===== config.mk =====
export PLATFORM = sky130hd
export DESIGN_NAME = adc_conversion_control
export DESIGN_NICKNAME = d
export VERILOG_FILES = /design/src/adc_pkg.sv /design/src/adc_prescaler.sv /design/src/adc_irq.sv /design/src/adc_conversion_control.sv
export VERILOG_INCLUDE_DIRS = /design/src
export SDC_FILE = /design/constraint.sdc
export NUM_CORES = 1
export LEC_CHECK = 0
export ABC_AREA = 1
export BUFFER_PORTS_ARGS = -buffer_cell sky130_fd_sc_hd__buf_2
export CORE_AREA = 2 2 89 99
export CTS_BUF_LIST = sky130_fd_sc_hd__clkbuf_8
export DETAILED_ROUTE_END_ITERATION = 16
export DIE_AREA = 0 0 91 101
export GPL_TIMING_DRIVEN = 0
export PLACE_DENSITY_LB_ADDON = 0.15
export SYNTH_ARGS = -nofsm -noshare
export SYNTH_HDL_FRONTEND = slang
export SYNTH_SLANG_ARGS = --single-unit

===== constraint.sdc =====
create_clock -name clock -period 2.23 [get_ports clock]
set_clock_uncertainty 0.2 [all_clocks]
set_input_delay 0.3345 -clock clock [delete_from_list [all_inputs] [get_ports clock]]
set_output_delay 0.3345 -clock clock [all_outputs]
set_load 0.005 [all_outputs]

===== src/adc_cfg.svh =====
// Purpose: Offsets, field positions, reset values and timing of the converter control.
// Assumes: Byte addresses on a 32-bit Avalon-MM bus.
// Notes: Definitions only.
`ifndef ADC_CFG_SVH
`define ADC_CFG_SVH

// ------------------------------------------------------------
// Register map
// ------------------------------------------------------------
`define ADC_CONTROL_ADDR 32'h1580_0000
`define ADC_RESULT_ADDR 32'h1580_0004
`define ADC_IRQ_STATUS_ADDR 32'h1580_0008
`define ADC_IRQ_ENABLE_ADDR 32'h1580_000c
`define ADC_IRQ_CLEAR_ADDR 32'h1580_0010

// ------------------------------------------------------------
// Control fields
// ------------------------------------------------------------
`define ADC_START_BIT 0
`define ADC_READ_START_BIT 1
`define ADC_STANDBY_BIT 2
`define ADC_CHANNEL_LSB 3
`define ADC_PRESC_VALUE_LSB 6
`define ADC_PRESC_ENABLE_BIT 14
`define ADC_EOC_BIT 15
`define ADC_CONTROL_RESET 16'h3fc4
`define ADC_PRESC_RESET 8'hff
`define ADC_STANDBY_RESET 1'h1
`define ADC_IRQ_EOC_BIT 0

// ------------------------------------------------------------
// Timing
// ------------------------------------------------------------
`define ADC_CONV_CYCLES 5
`define ADC_CONV_CLK_MAX_KHZ 2500
`define ADC_BUS_CLK_KHZ 25000
`define ADC_MIN_DIVIDER ((`ADC_BUS_CLK_KHZ + `ADC_CONV_CLK_MAX_KHZ - 1) / `ADC_CONV_CLK_MAX_KHZ)

`endif


===== src/adc_pkg.sv =====
// Purpose: Types shared by the converter control modules.
// Assumes: Nothing beyond the config header.
// Notes: None.
`default_nettype none
package adc_pkg;

    typedef enum {CONV_IDLE, CONV_RUN} conv_state_t;

    typedef struct packed {
        logic presc_enable;
        logic [7:0] presc_value;
        logic [2:0] channel;
        logic standby;
        logic read_start;
    } ctrl_t;

    typedef struct packed {
        logic sample;
        logic busy;
        logic standby;
        logic tick;
        logic [2:0] channel;
    } core_ctrl_t;

endpackage
`default_nettype wire


===== src/adc_prescaler.sv =====
// Purpose: Converter clock divider producing one tick every N+1 bus clocks.
// Assumes: Same clock as the register logic.
// Notes: Value zero divides by one.
`timescale 1ns/1ps
`default_nettype none
module adc_prescaler #(
    parameter int WIDTH = 8
) (
    // Clock and reset
    input wire logic clock,
    input wire logic reset,
    input wire logic clock_enable,
    // Control
    input wire logic enable,
    input wire logic [WIDTH-1:0] value,
    // Converter clock tick
    output logic tick_q
);
    logic [WIDTH-1:0] count_q;
    wire wrap = (count_q >= value);

    always_ff @(posedge clock or posedge reset)
    begin
        if (reset)
        begin
            count_q <= '0;
            tick_q <= 1'b0;
        end
        else if (clock_enable)
        begin
            count_q <= (!enable || wrap) ? '0 : count_q + 1'b1;
            tick_q <= enable && wrap;
        end
    end
endmodule
`default_nettype wire


===== src/adc_irq.sv =====
// Purpose: Sticky event status, enable mask and level interrupt.
// Assumes: Clear register is write-one-to-clear.
// Notes: A set in the clearing cycle wins.
`timescale 1ns/1ps
`default_nettype none
module adc_irq #(
    parameter int N = 1
) (
    // Clock and reset
    input wire logic clock,
    input wire logic reset,
    input wire logic clock_enable,
    // Events and software access
    input wire logic [N-1:0] event_set,
    input wire logic enable_we,
    input wire logic clear_we,
    input wire logic [N-1:0] wdata,
    // State
    output logic [N-1:0] status_q,
    output logic [N-1:0] enable_q,
    output logic irq_q
);
    wire [N-1:0] status_d = event_set | (status_q & ~(clear_we ? wdata : '0));

    always_ff @(posedge clock or posedge reset)
    begin
        if (reset)
        begin
            status_q <= '0;
            enable_q <= '0;
            irq_q <= 1'b0;
        end
        else if (clock_enable)
        begin
            status_q <= status_d;
            if (enable_we)
                enable_q <= wdata;
            irq_q <= |(status_d & (enable_we ? wdata : enable_q));
        end
    end
endmodule
`default_nettype wire


===== src/adc_conversion_control.sv =====
// Purpose: Register interface and sequencing of an eight-input 10-bit converter.
// Assumes: Analog core runs on this clock; result valid at the fifth tick.
// Notes: Registers over Avalon-MM with waitrequest; one wait state per access.
`timescale 1ns/1ps
`default_nettype none
`include "adc_cfg.svh"
module adc_conversion_control #(
    parameter int DATA_WIDTH = 10,
    parameter int CONV_CYCLES = `ADC_CONV_CYCLES
) (
    // Clock and reset
    input wire logic clock,
    input wire logic reset,
    input wire logic clock_enable,
    // Avalon-MM slave
    input wire logic [31:0] address,
    input wire logic read,
    input wire logic write,
    input wire logic [31:0] writedata,
    input wire logic [3:0] byteenable,
    output logic [31:0] readdata,
    output logic waitrequest,
    // Interrupt
    output logic irq,
    // Analog core
    output adc_pkg::core_ctrl_t core_ctrl,
    input wire logic [DATA_WIDTH-1:0] core_data
);
    import adc_pkg::*;

    // ------------------------------------------------------------
    // State
    // ------------------------------------------------------------
    conv_state_t state_q;
    ctrl_t ctrl_q;
    logic eoc_q;
    logic [2:0] chan_q;
    logic [2:0] cnt_q;
    logic [DATA_WIDTH-1:0] result_q;
    logic wait_q;
    logic [31:0] rdata_q;
    core_ctrl_t core_q;
    logic tick;
    logic [0:0] irq_status;
    logic [0:0] irq_enable;
    logic irq_q;

    // ------------------------------------------------------------
    // Bus decode
    // ------------------------------------------------------------
    wire req = read || write;
    wire accept = req && !wait_q;
    wire hit_ctrl = (address == `ADC_CONTROL_ADDR);
    wire hit_result = (address == `ADC_RESULT_ADDR);
    wire hit_status = (address == `ADC_IRQ_STATUS_ADDR);
    wire hit_enable = (address == `ADC_IRQ_ENABLE_ADDR);
    wire hit_clear = (address == `ADC_IRQ_CLEAR_ADDR);
    wire wr_ctrl = accept && write && hit_ctrl;
    wire wr_lo = wr_ctrl && byteenable[0];
    wire wr_hi = wr_ctrl && byteenable[1];
    wire rd_result = accept && read && hit_result;
    wire busy = (state_q == CONV_RUN);

    wire start_write = wr_lo && writedata[`ADC_START_BIT];
    wire start_read = rd_result && ctrl_q.read_start;
    wire start = (start_write || start_read) && !busy && !ctrl_q.standby;
    wire done = busy && tick && (cnt_q == 3'(CONV_CYCLES - 1));
    // Channel for a starting conversion; a start write brings its own
    wire [2:0] start_channel = wr_lo ? writedata[5:3] : ctrl_q.channel;

    // Control readback
    wire [15:0] ctrl_rd = {eoc_q, ctrl_q.presc_enable, ctrl_q.presc_value, ctrl_q.channel,
        ctrl_q.standby, ctrl_q.read_start, busy};

    wire [31:0] rdata_d =
        hit_ctrl ? {16'h0000, ctrl_rd} :
        hit_result ? {{(32 - DATA_WIDTH){1'b0}}, result_q} :
        hit_status ? {31'h0000_0000, irq_status} :
        hit_enable ? {31'h0000_0000, irq_enable} :
        32'h0000_0000;

    // ------------------------------------------------------------
    // Bus handshake
    // ------------------------------------------------------------
    always_ff @(posedge clock or posedge reset)
    begin
        if (reset)
        begin
            wait_q <= 1'b1;
            rdata_q <= 32'h0000_0000;
        end
        else if (clock_enable)
        begin
            wait_q <= !(req && wait_q);
            if (req && wait_q)
                rdata_q <= rdata_d;
        end
    end

    // ------------------------------------------------------------
    // Control register
    // ------------------------------------------------------------
    always_ff @(posedge clock or posedge reset)
    begin
        if (reset)
        begin
            ctrl_q.presc_enable <= 1'(`ADC_CONTROL_RESET >> `ADC_PRESC_ENABLE_BIT);
            ctrl_q.presc_value <= `ADC_PRESC_RESET;
            ctrl_q.channel <= 3'h0;
            ctrl_q.standby <= `ADC_STANDBY_RESET;
            ctrl_q.read_start <= 1'b0;
        end
        else if (clock_enable)
        begin
            if (wr_lo)
            begin
                ctrl_q.presc_value[1:0] <= writedata[7:6];
                ctrl_q.channel <= writedata[5:3];
                ctrl_q.standby <= writedata[`ADC_STANDBY_BIT];
                ctrl_q.read_start <= writedata[`ADC_READ_START_BIT];
            end
            if (wr_hi)
            begin
                ctrl_q.presc_value[7:2] <= writedata[13:8];
                ctrl_q.presc_enable <= writedata[`ADC_PRESC_ENABLE_BIT];
            end
        end
    end

    // ------------------------------------------------------------
    // Conversion sequencer
    // ------------------------------------------------------------
    always_ff @(posedge clock or posedge reset)
    begin
        if (reset)
        begin
            state_q <= CONV_IDLE;
            eoc_q <= 1'b0;
            chan_q <= 3'h0;
            cnt_q <= 3'h0;
            result_q <= '0;
        end
        else if (clock_enable)
        begin
            case (state_q)
                CONV_IDLE:
                begin
                    if (start)
                    begin
                        state_q <= CONV_RUN;
                        eoc_q <= 1'b0;
                        chan_q <= start_channel;
                        cnt_q <= 3'h0;
                    end
                end
                CONV_RUN:
                begin
                    // Standby aborts; result keeps its old value
                    if (ctrl_q.standby)
                        state_q <= CONV_IDLE;
                    else if (done)
                    begin
                        state_q <= CONV_IDLE;
                        eoc_q <= 1'b1;
                        result_q <= core_data;
                    end
                    else if (tick)
                        cnt_q <= cnt_q + 3'h1;
                end
                default:
                    state_q <= CONV_IDLE;
            endcase
        end
    end

    // ------------------------------------------------------------
    // Core outputs
    // ------------------------------------------------------------
    always_ff @(posedge clock or posedge reset)
    begin
        if (reset)
            core_q <= '{sample: 1'b0, busy: 1'b0, standby: 1'b1, tick: 1'b0, channel: 3'h0};
        else if (clock_enable)
        begin
            core_q.sample <= start;
            core_q.busy <= start || (busy && !done && !ctrl_q.standby);
            core_q.standby <= ctrl_q.standby;
            // Ticks only inside a conversion, so the core sees exactly five unless standby aborts it
            core_q.tick <= tick && busy && !ctrl_q.standby;
            core_q.channel <= start ? start_channel : chan_q;
        end
    end

    // ------------------------------------------------------------
    // Submodules
    // ------------------------------------------------------------
    adc_prescaler #(
        .WIDTH(8)
    ) u_prescaler (
        .clock(clock),
        .reset(reset),
        .clock_enable(clock_enable),
        .enable(ctrl_q.presc_enable),
        .value(ctrl_q.presc_value),
        .tick_q(tick)
    );

    adc_irq #(
        .N(1)
    ) u_irq (
        .clock(clock),
        .reset(reset),
        .clock_enable(clock_enable),
        .event_set(done),
        .enable_we(accept && write && hit_enable),
        .clear_we(accept && write && hit_clear),
        .wdata(writedata[`ADC_IRQ_EOC_BIT]),
        .status_q(irq_status),
        .enable_q(irq_enable),
        .irq_q(irq_q)
    );

    assign readdata = rdata_q;
    assign waitrequest = wait_q;
    assign irq = irq_q;
    assign core_ctrl = core_q;

    logic [2:0] ticks_seen_q;
    always_ff @(posedge clock or posedge reset)
    begin
        if (reset)
            ticks_seen_q <= 3'h0;
        else if (clock_enable)
            ticks_seen_q <= start ? 3'h0 : ticks_seen_q + 3'((busy && tick) ? 1 : 0);
    end
endmodule
`default_nettype wire


-- Word level (Yosys, flattened, before mapping)
Cells that the tools add are included.
- bits in read-only memories: 0
- memories kept: 0
- bits in latches: 0
- memory bits (writable): 0
- output and inout port bits: 41
- logic and storage cells: 107
- register bits: 115
- bits of input ports: 83
- equality and inequality tests: 14
- divide/modulo/power cells: 0
- mux-type cells: 22
- reductions and logical operators: 40
- add/sub/neg operators: 2
- shift operators: 0
- $mul: 0
- magnitude comparators: 1
- bitwise logic cells: 5
- operators with widths (cell ; number):
    $eq A32 B29 Y1 const B ; 5
    $mux W32 ; 3
    $pmux W32 S2 ; 1
    $eq A32 B1 Y1 const B ; 1
    $eq A32 B2 Y1 const B ; 1
    $logic_not A32 Y1 ; 1
    $logic_and A1 B1 Y1 ; 20
    $mux W3 ; 6
    $mux W16 ; 1
    $mux W10 ; 1
    $add A8 B1 Y8 const B ; 1
    $ge A8 B8 Y1 ; 1
    $mux W8 ; 1
    $ne A2 B2 Y1 const B ; 4
    $reduce_and A2 Y1 ; 4
    $mux W1 ; 7
    $logic_not A1 Y1 ; 6
    $pmux W3 S2 ; 1
    $reduce_and A6 Y1 ; 1
    $reduce_and A5 Y1 ; 1
    $logic_or A1 B1 Y1 ; 4
    $reduce_and A4 Y1 ; 1
    $add A3 B1 Y3 const B ; 1
    $eq A3 B3 Y1 const B ; 1
    other kinds (8) ; 10

-- Longest topological paths before layout
- word-level depth: 11
- depth in mapped cells: 12
- depth with buffers taken out: 12

-- Cells and area by module
Synthesis repeated with hierarchy kept, for this count alone.
- cell total of the unflattened synthesis: 470
- area, all modules: 3960.0 sq um
- modules (own cells, without submodules) (module ; cells each ; seq. area each (sq um) ; times used ; area an instance (sq um)):
    adc_conversion_control ; 358 ; 1415.1 ; 1 ; 3095.5
    adc_prescaler ; 91 ; 225.2 ; 1 ; 718.2
    adc_irq ; 21 ; 75.1 ; 1 ; 146.4

-- Worst setup path after synthesis
No wires, ideal clock.
- kind: flip-flop to flip-flop
- start: register ctrl_q[12] (netlist bit)
- end: register u_prescaler.count_q[4]
- stages on the path, launching flop included: 9
- required time: 1.936 ns
- data arrival time: 1.513 ns
- period minus slack after synthesis: 1.807 ns
- buffers on the path: 0
- library setup time: 0.094 ns
- slack: 0.423 ns
- cell sequence: dfstp_2 -> inv_1 -> ha_1 -> a21oi_1 -> o21a_1 -> nand4_1 -> nand2_1 -> inv_1 -> a211oi_1
- longest elaborated chain between the ends: 3
- RTL lines (what ; line ; source):
    start, declared ; adc_conversion_control.sv:35 ; ctrl_t ctrl_q;
    $ge A8 B8 Y1 ; adc_prescaler.sv:20 ; wire wrap = (count_q >= value);
    $logic_or A1 B1 Y1 ; adc_prescaler.sv:31 ; count_q <= (!enable || wrap) ? '0 : count_q + 1'b1;
    $mux W8 ; adc_prescaler.sv:31 ;
    end signal, assigned ; adc_prescaler.sv:31 ;
    end, declared ; adc_prescaler.sv:19 ; logic [WIDTH-1:0] count_q;
No other way between the ends.
A chain may end at the register's enable or synchronous reset.

-- Worst setup path in the final report
Ends and elaborated chain as after synthesis.

==> metrics.txt <==
# TYPE chip_impl_metric gauge
chip_impl_info{name="outcome",value="complete, no violations"} 1
chip_impl_metric{name="post_cts_resized",unit=""} 0
chip_impl_metric{name="post_synth_and_or_nand_nor_area_fraction",unit=""} 0.275
chip_impl_metric{name="antenna_violating_nets_post_route",unit=""} 0
chip_impl_metric{name="number_of_hold_violations_in_the_final_report",unit=""} 0
chip_impl_metric{name="ys_async_sr_fraction",unit=""} 1.00
chip_impl_metric{name="grt_antenna_before_repair",unit=""} 0
chip_impl_metric{name="maxCapViolCount",unit=""} 0
chip_impl_metric{name="ys.warnings.count",unit=""} 0
chip_impl_info{name="rsz0062_at_grt",value="false"} 1
chip_impl_metric{name="routed_via_density",unit=""} 4.78
chip_impl_metric{name="numClockSinks",unit=""} 68
chip_impl_info{name="critical_path.slowest_cell",value="dfstp_2"} 1
chip_impl_metric{name="post_synth_fa_ha_maj_area_fraction",unit=""} 0.0361
chip_impl_metric{name="dp_hpwl",unit="um"} 6500
chip_impl_metric{name="static-leakage-power",unit="uW"} 0.00255
chip_impl_metric{name="drt_pre_antenna_iters",unit=""} 4
chip_impl_info{name="worst_hold_path_type",value="in -> reg"} 1
chip_impl_metric{name="final-seq-area",unit="sq um"} 1720
chip_impl_info{name="clock_tree_from_tritoncts",value="done"} 1
chip_impl_metric{name="clk_pin_slew_worst_setup_hold_paths",unit="ns"} 0.08
chip_impl_info{name="worst_path_most_repeated_cell",value="inv_1"} 1
chip_impl_metric{name="filler_free_cell_count_of_the_finished_design",unit=""} 686
chip_impl_metric{name="post_synth_mux_area_share",unit=""} 0.0295
chip_impl_metric{name="core_area",unit="sq um"} 8230
chip_impl_info{name="synth_largest_area_cell",value="dfrtp_1"} 1
chip_impl_metric{name="detailedRoute.firstIterationViolations",unit=""} 159
chip_impl_metric{name="cts_buffer_depth",unit=""} 2
chip_impl_metric{name="postCtsSetupRepairBufs",unit=""} 0
chip_impl_metric{name="std_cell_rows",unit=""} 35
chip_impl_metric{name="placement.io_buffers",unit=""} 88
chip_impl_metric{name="critical_path_required",unit="ns"} 2.28
chip_impl_metric{name="synth_seq_cells",unit=""} 68
chip_impl_metric{name="peak_freq",unit="MHz"} 492
chip_impl_metric{name="tightest_hold_margin",unit="ns"} 0.0129
chip_impl_metric{name="power.ir.vdd_worst",unit="mV"} 0.319
chip_impl_metric{name="pwr_density_cell",unit="nW/um^2"} 628
chip_impl_metric{name="placement.setup.worst_slack",unit="ns"} 0.113
chip_impl_metric{name="post-synth-top-area-fraction",unit=""} 0.374
chip_impl_metric{name="area_added_between_synthesis_and_finish",unit="%"} 23.6
chip_impl_metric{name="netlist-cell-type-count",unit=""} 39
chip_impl_metric{name="area_taken_by_multi_input_logic_gates",unit="sq um"} 1750
chip_impl_metric{name="post_synth_instance_area",unit="sq um"} 3820
chip_impl_metric{name="wire_per_inst",unit="um"} 12.8
chip_impl_metric{name="synth_area_in_compound_gates",unit=""} 0.0938
chip_impl_metric{name="insertion_delay",unit="ns"} 0.35
chip_impl_info{name="netlist_top_cells_area",value="dfrtp_1 37%, nand2_1 8.7%, dfstp_2 7.6%"} 1
chip_impl_metric{name="die_h",unit="um"} 101
chip_impl_metric{name="proportion_of_layout_cells_with_a_drive_suffix_above_1",unit=""} 0.329
chip_impl_metric{name="yosys.area_share.xor_xnor",unit=""} 0.00918
chip_impl_metric{name="overflow",unit=""} 0
chip_impl_metric{name="ioPinCount",unit=""} 124
chip_impl_metric{name="netlist_instances",unit=""} 448
chip_impl_metric{name="final_critical_period",unit="ns"} 2.03
chip_impl_info{name="mostFrequentLayoutCells",value="94 x buf_2, 88 x nand2_1, 64 x nor2_1"} 1
chip_impl_metric{name="final_min_period_over_clock_period",unit=""} 0.912
chip_impl_info{name="dominantRegCellSynth",value="dfrtp_1"} 1
chip_impl_metric{name="critical_path_peak_fanout",unit=""} 5
chip_impl_info{name="cts_root_buffer",value="clkbuf_8"} 1
chip_impl_info{name="cp_cell_sequence",value="inv_1 -> ha_1 -> a21oi_1 -> o21a_1 -> nand4_1 -> nand2_1 -> inv_1 -> a211oi_1"} 1
chip_impl_metric{name="maxSlewViolCount",unit=""} 0
chip_impl_metric{name="critical_path.max_stage_delay",unit="ns"} 0.54
chip_impl_metric{name="cts_inserted_buffers",unit=""} 9
chip_impl_metric{name="number_of_cells_in_the_design_after_placement",unit=""} 662
chip_impl_metric{name="chipWidth",unit="um"} 91
chip_impl_metric{name="synth_enable_flop_cells",unit=""} 0
chip_impl_info{name="nature_of_the_critical_path_startpoint",value="register"} 1
chip_impl_metric{name="wl",unit="um"} 8800
chip_impl_metric{name="routability_driven_placement_congestion_ratio",unit=""} 0.809
chip_impl_metric{name="timing.final.ws_setup",unit="ns"} 0.195
chip_impl_metric{name="first_global_vias",unit=""} 3273
chip_impl_metric{name="vias",unit=""} 3279
chip_impl_metric{name="synthesis.area_per_instance",unit="sq um"} 8.52
chip_impl_metric{name="initial_utilization",unit=""} 0.464
chip_impl_metric{name="synth_seq_area_share",unit=""} 0.450
chip_impl_metric{name="finalCoreUtilization",unit=""} 0.573
chip_impl_metric{name="drc_errors",unit=""} 0
chip_impl_metric{name="ctsHtreeMaxLevel",unit=""} 3
chip_impl_metric{name="layout.filler_cells",unit=""} 781
chip_impl_metric{name="num-nets-final",unit=""} 664
chip_impl_metric{name="setup_tns",unit="ns"} 0
chip_impl_metric{name="slew_headroom",unit=""} 0.437
chip_impl_metric{name="wire_length_of_the_first_global_routing_pass",unit="um"} 14800
chip_impl_metric{name="grt_max_degree",unit=""} 69
chip_impl_info{name="synth_top_family_by_area",value="simple AND/OR/NAND/NOR gates"} 1
chip_impl_metric{name="tightest_slew",unit="ns"} 0.845
chip_impl_metric{name="timing.final.setup_violations",unit=""} 0
chip_impl_metric{name="antenna_cells",unit=""} 0
chip_impl_metric{name="critical_path_arrival",unit="ns"} 2.08
chip_impl_info{name="timing.critical_path.to_type",value="register"} 1
chip_impl_metric{name="floorplan.die_area",unit="sq um"} 9190
chip_impl_info{name="criticalPathCategory",value="reg -> reg"} 1
chip_impl_metric{name="groute.usage.overall",unit=""} 0.204
chip_impl_info{name="mostFrequentLayoutCell",value="buf_2"} 1
-- what timing repair did --
| action | in CTS | in global routing |
|---|---|---|
| hold buffers | 8 | 0 |
| setup endpoints to repair | 0 | 0 |
| hold endpoints to repair | 18 | 0 |
-- layer usage --
metal / vias up / global-route usage / part of all wire
met4: 0 / 0.0851 / 0.019
li1: 1656 / - / -
met3: 13 / 0.0337 / 0.056
met1: 1507 / 0.244 / 0.43
met2: 103 / 0.367 / 0.49
met5: - / 0 / 0
-- final timing paths --
path,startpoint,to,slack (ns),cells after the start
min in group asynchronous,reset,u_prescaler.count_q[2],0.50,3
hold / removal,core_data[4],result_q[4],0.01,2
hold reg to reg,core_ctrl[1],core_ctrl[1],0.27,2
setup / recovery,ctrl_q[12],u_prescaler.count_q[4],0.20,8
setup reg to reg,ctrl_q[12],u_prescaler.count_q[4],0.20,8
max in group asynchronous,reset,u_prescaler.count_q[7],0.76,3
-- cell families (layout without fill, tap and decap cells) --
logic type	count (synthesis)	in the layout
and+or+nand+nor	218	218
buffers and inverters	85	197
other	1	16
adders and majority gates	11	11
AOI/OAI and AO/OA	51	51
DFF	68	68
xor gates and xnor gates	4	4
muxes	10	10
-- worst max-delay path: cells and delay by family, from the launching register on --
| family | cells | cell delay (ns) |
|---|---|---|
| compound gates | 3 | 0.50 |
| buf+inv | 2 | 0.16 |
| simple gates | 2 | 0.22 |
| fa+ha+maj | 1 | 0.31 |
| flops | 1 | 0.54 |
-- synthesized netlist by cell type, types with 3 or more instances --
cell type	number
nand2_1	88
nor2_1	64
dfrtp_1	57
inv_1	56
nand3_1	29
buf_4	16
o21ai_2	14
a21oi_1	13
dfstp_2	11
ha_1	11
mux2_2	10
a221oi_1	9
nand4_1	8
nand2_2	7
o21ai_0	7
buf_2	6
nor2_4	5
o31ai_1	4
nand2_4	3
nor2_2	3
nor3_1	3
xor2_1	3
-- stage by stage --
step	cell area [sq um]	power [uW]
final	4720	2960
after global routing	4720	3130
after CTS	4720	2990
after detailed placement	4450	1990
after global placement	4450	1970
after floorplan	3870	1770
-- area by class of cell --
type | count | area share
Sequential cell | 68 | 0.364
Clock buffer | 9 | 0.0263
Inverter | 59 | 0.0477
Buffer | 26 | 0.0382
Timing Repair Buffer | 96 | 0.110
Clock inverter | 7 | 0.0127
Tap cell | 111 | 0.0294
Multi-Input combinational cell | 310 | 0.372
-- state kept, by name, indices dropped and copies added (netlist names), 3 cells and up --
register and cells:
ctrl_q 14, core_ctrl 7, chan_q 3, readdata 16, cnt_q 3, result_q 10
u_prescaler.count_q 8
-- where the power goes --
group | total [uW] | switching, uW | internal, uW
combinational | 533 | 295 | 239
sequential | 1430 | 72.2 | 1360
clock | 995 | 492 | 503
total | 2960 | 859 | 2100
No activity file was read; power rests on OpenSTA's default activity.
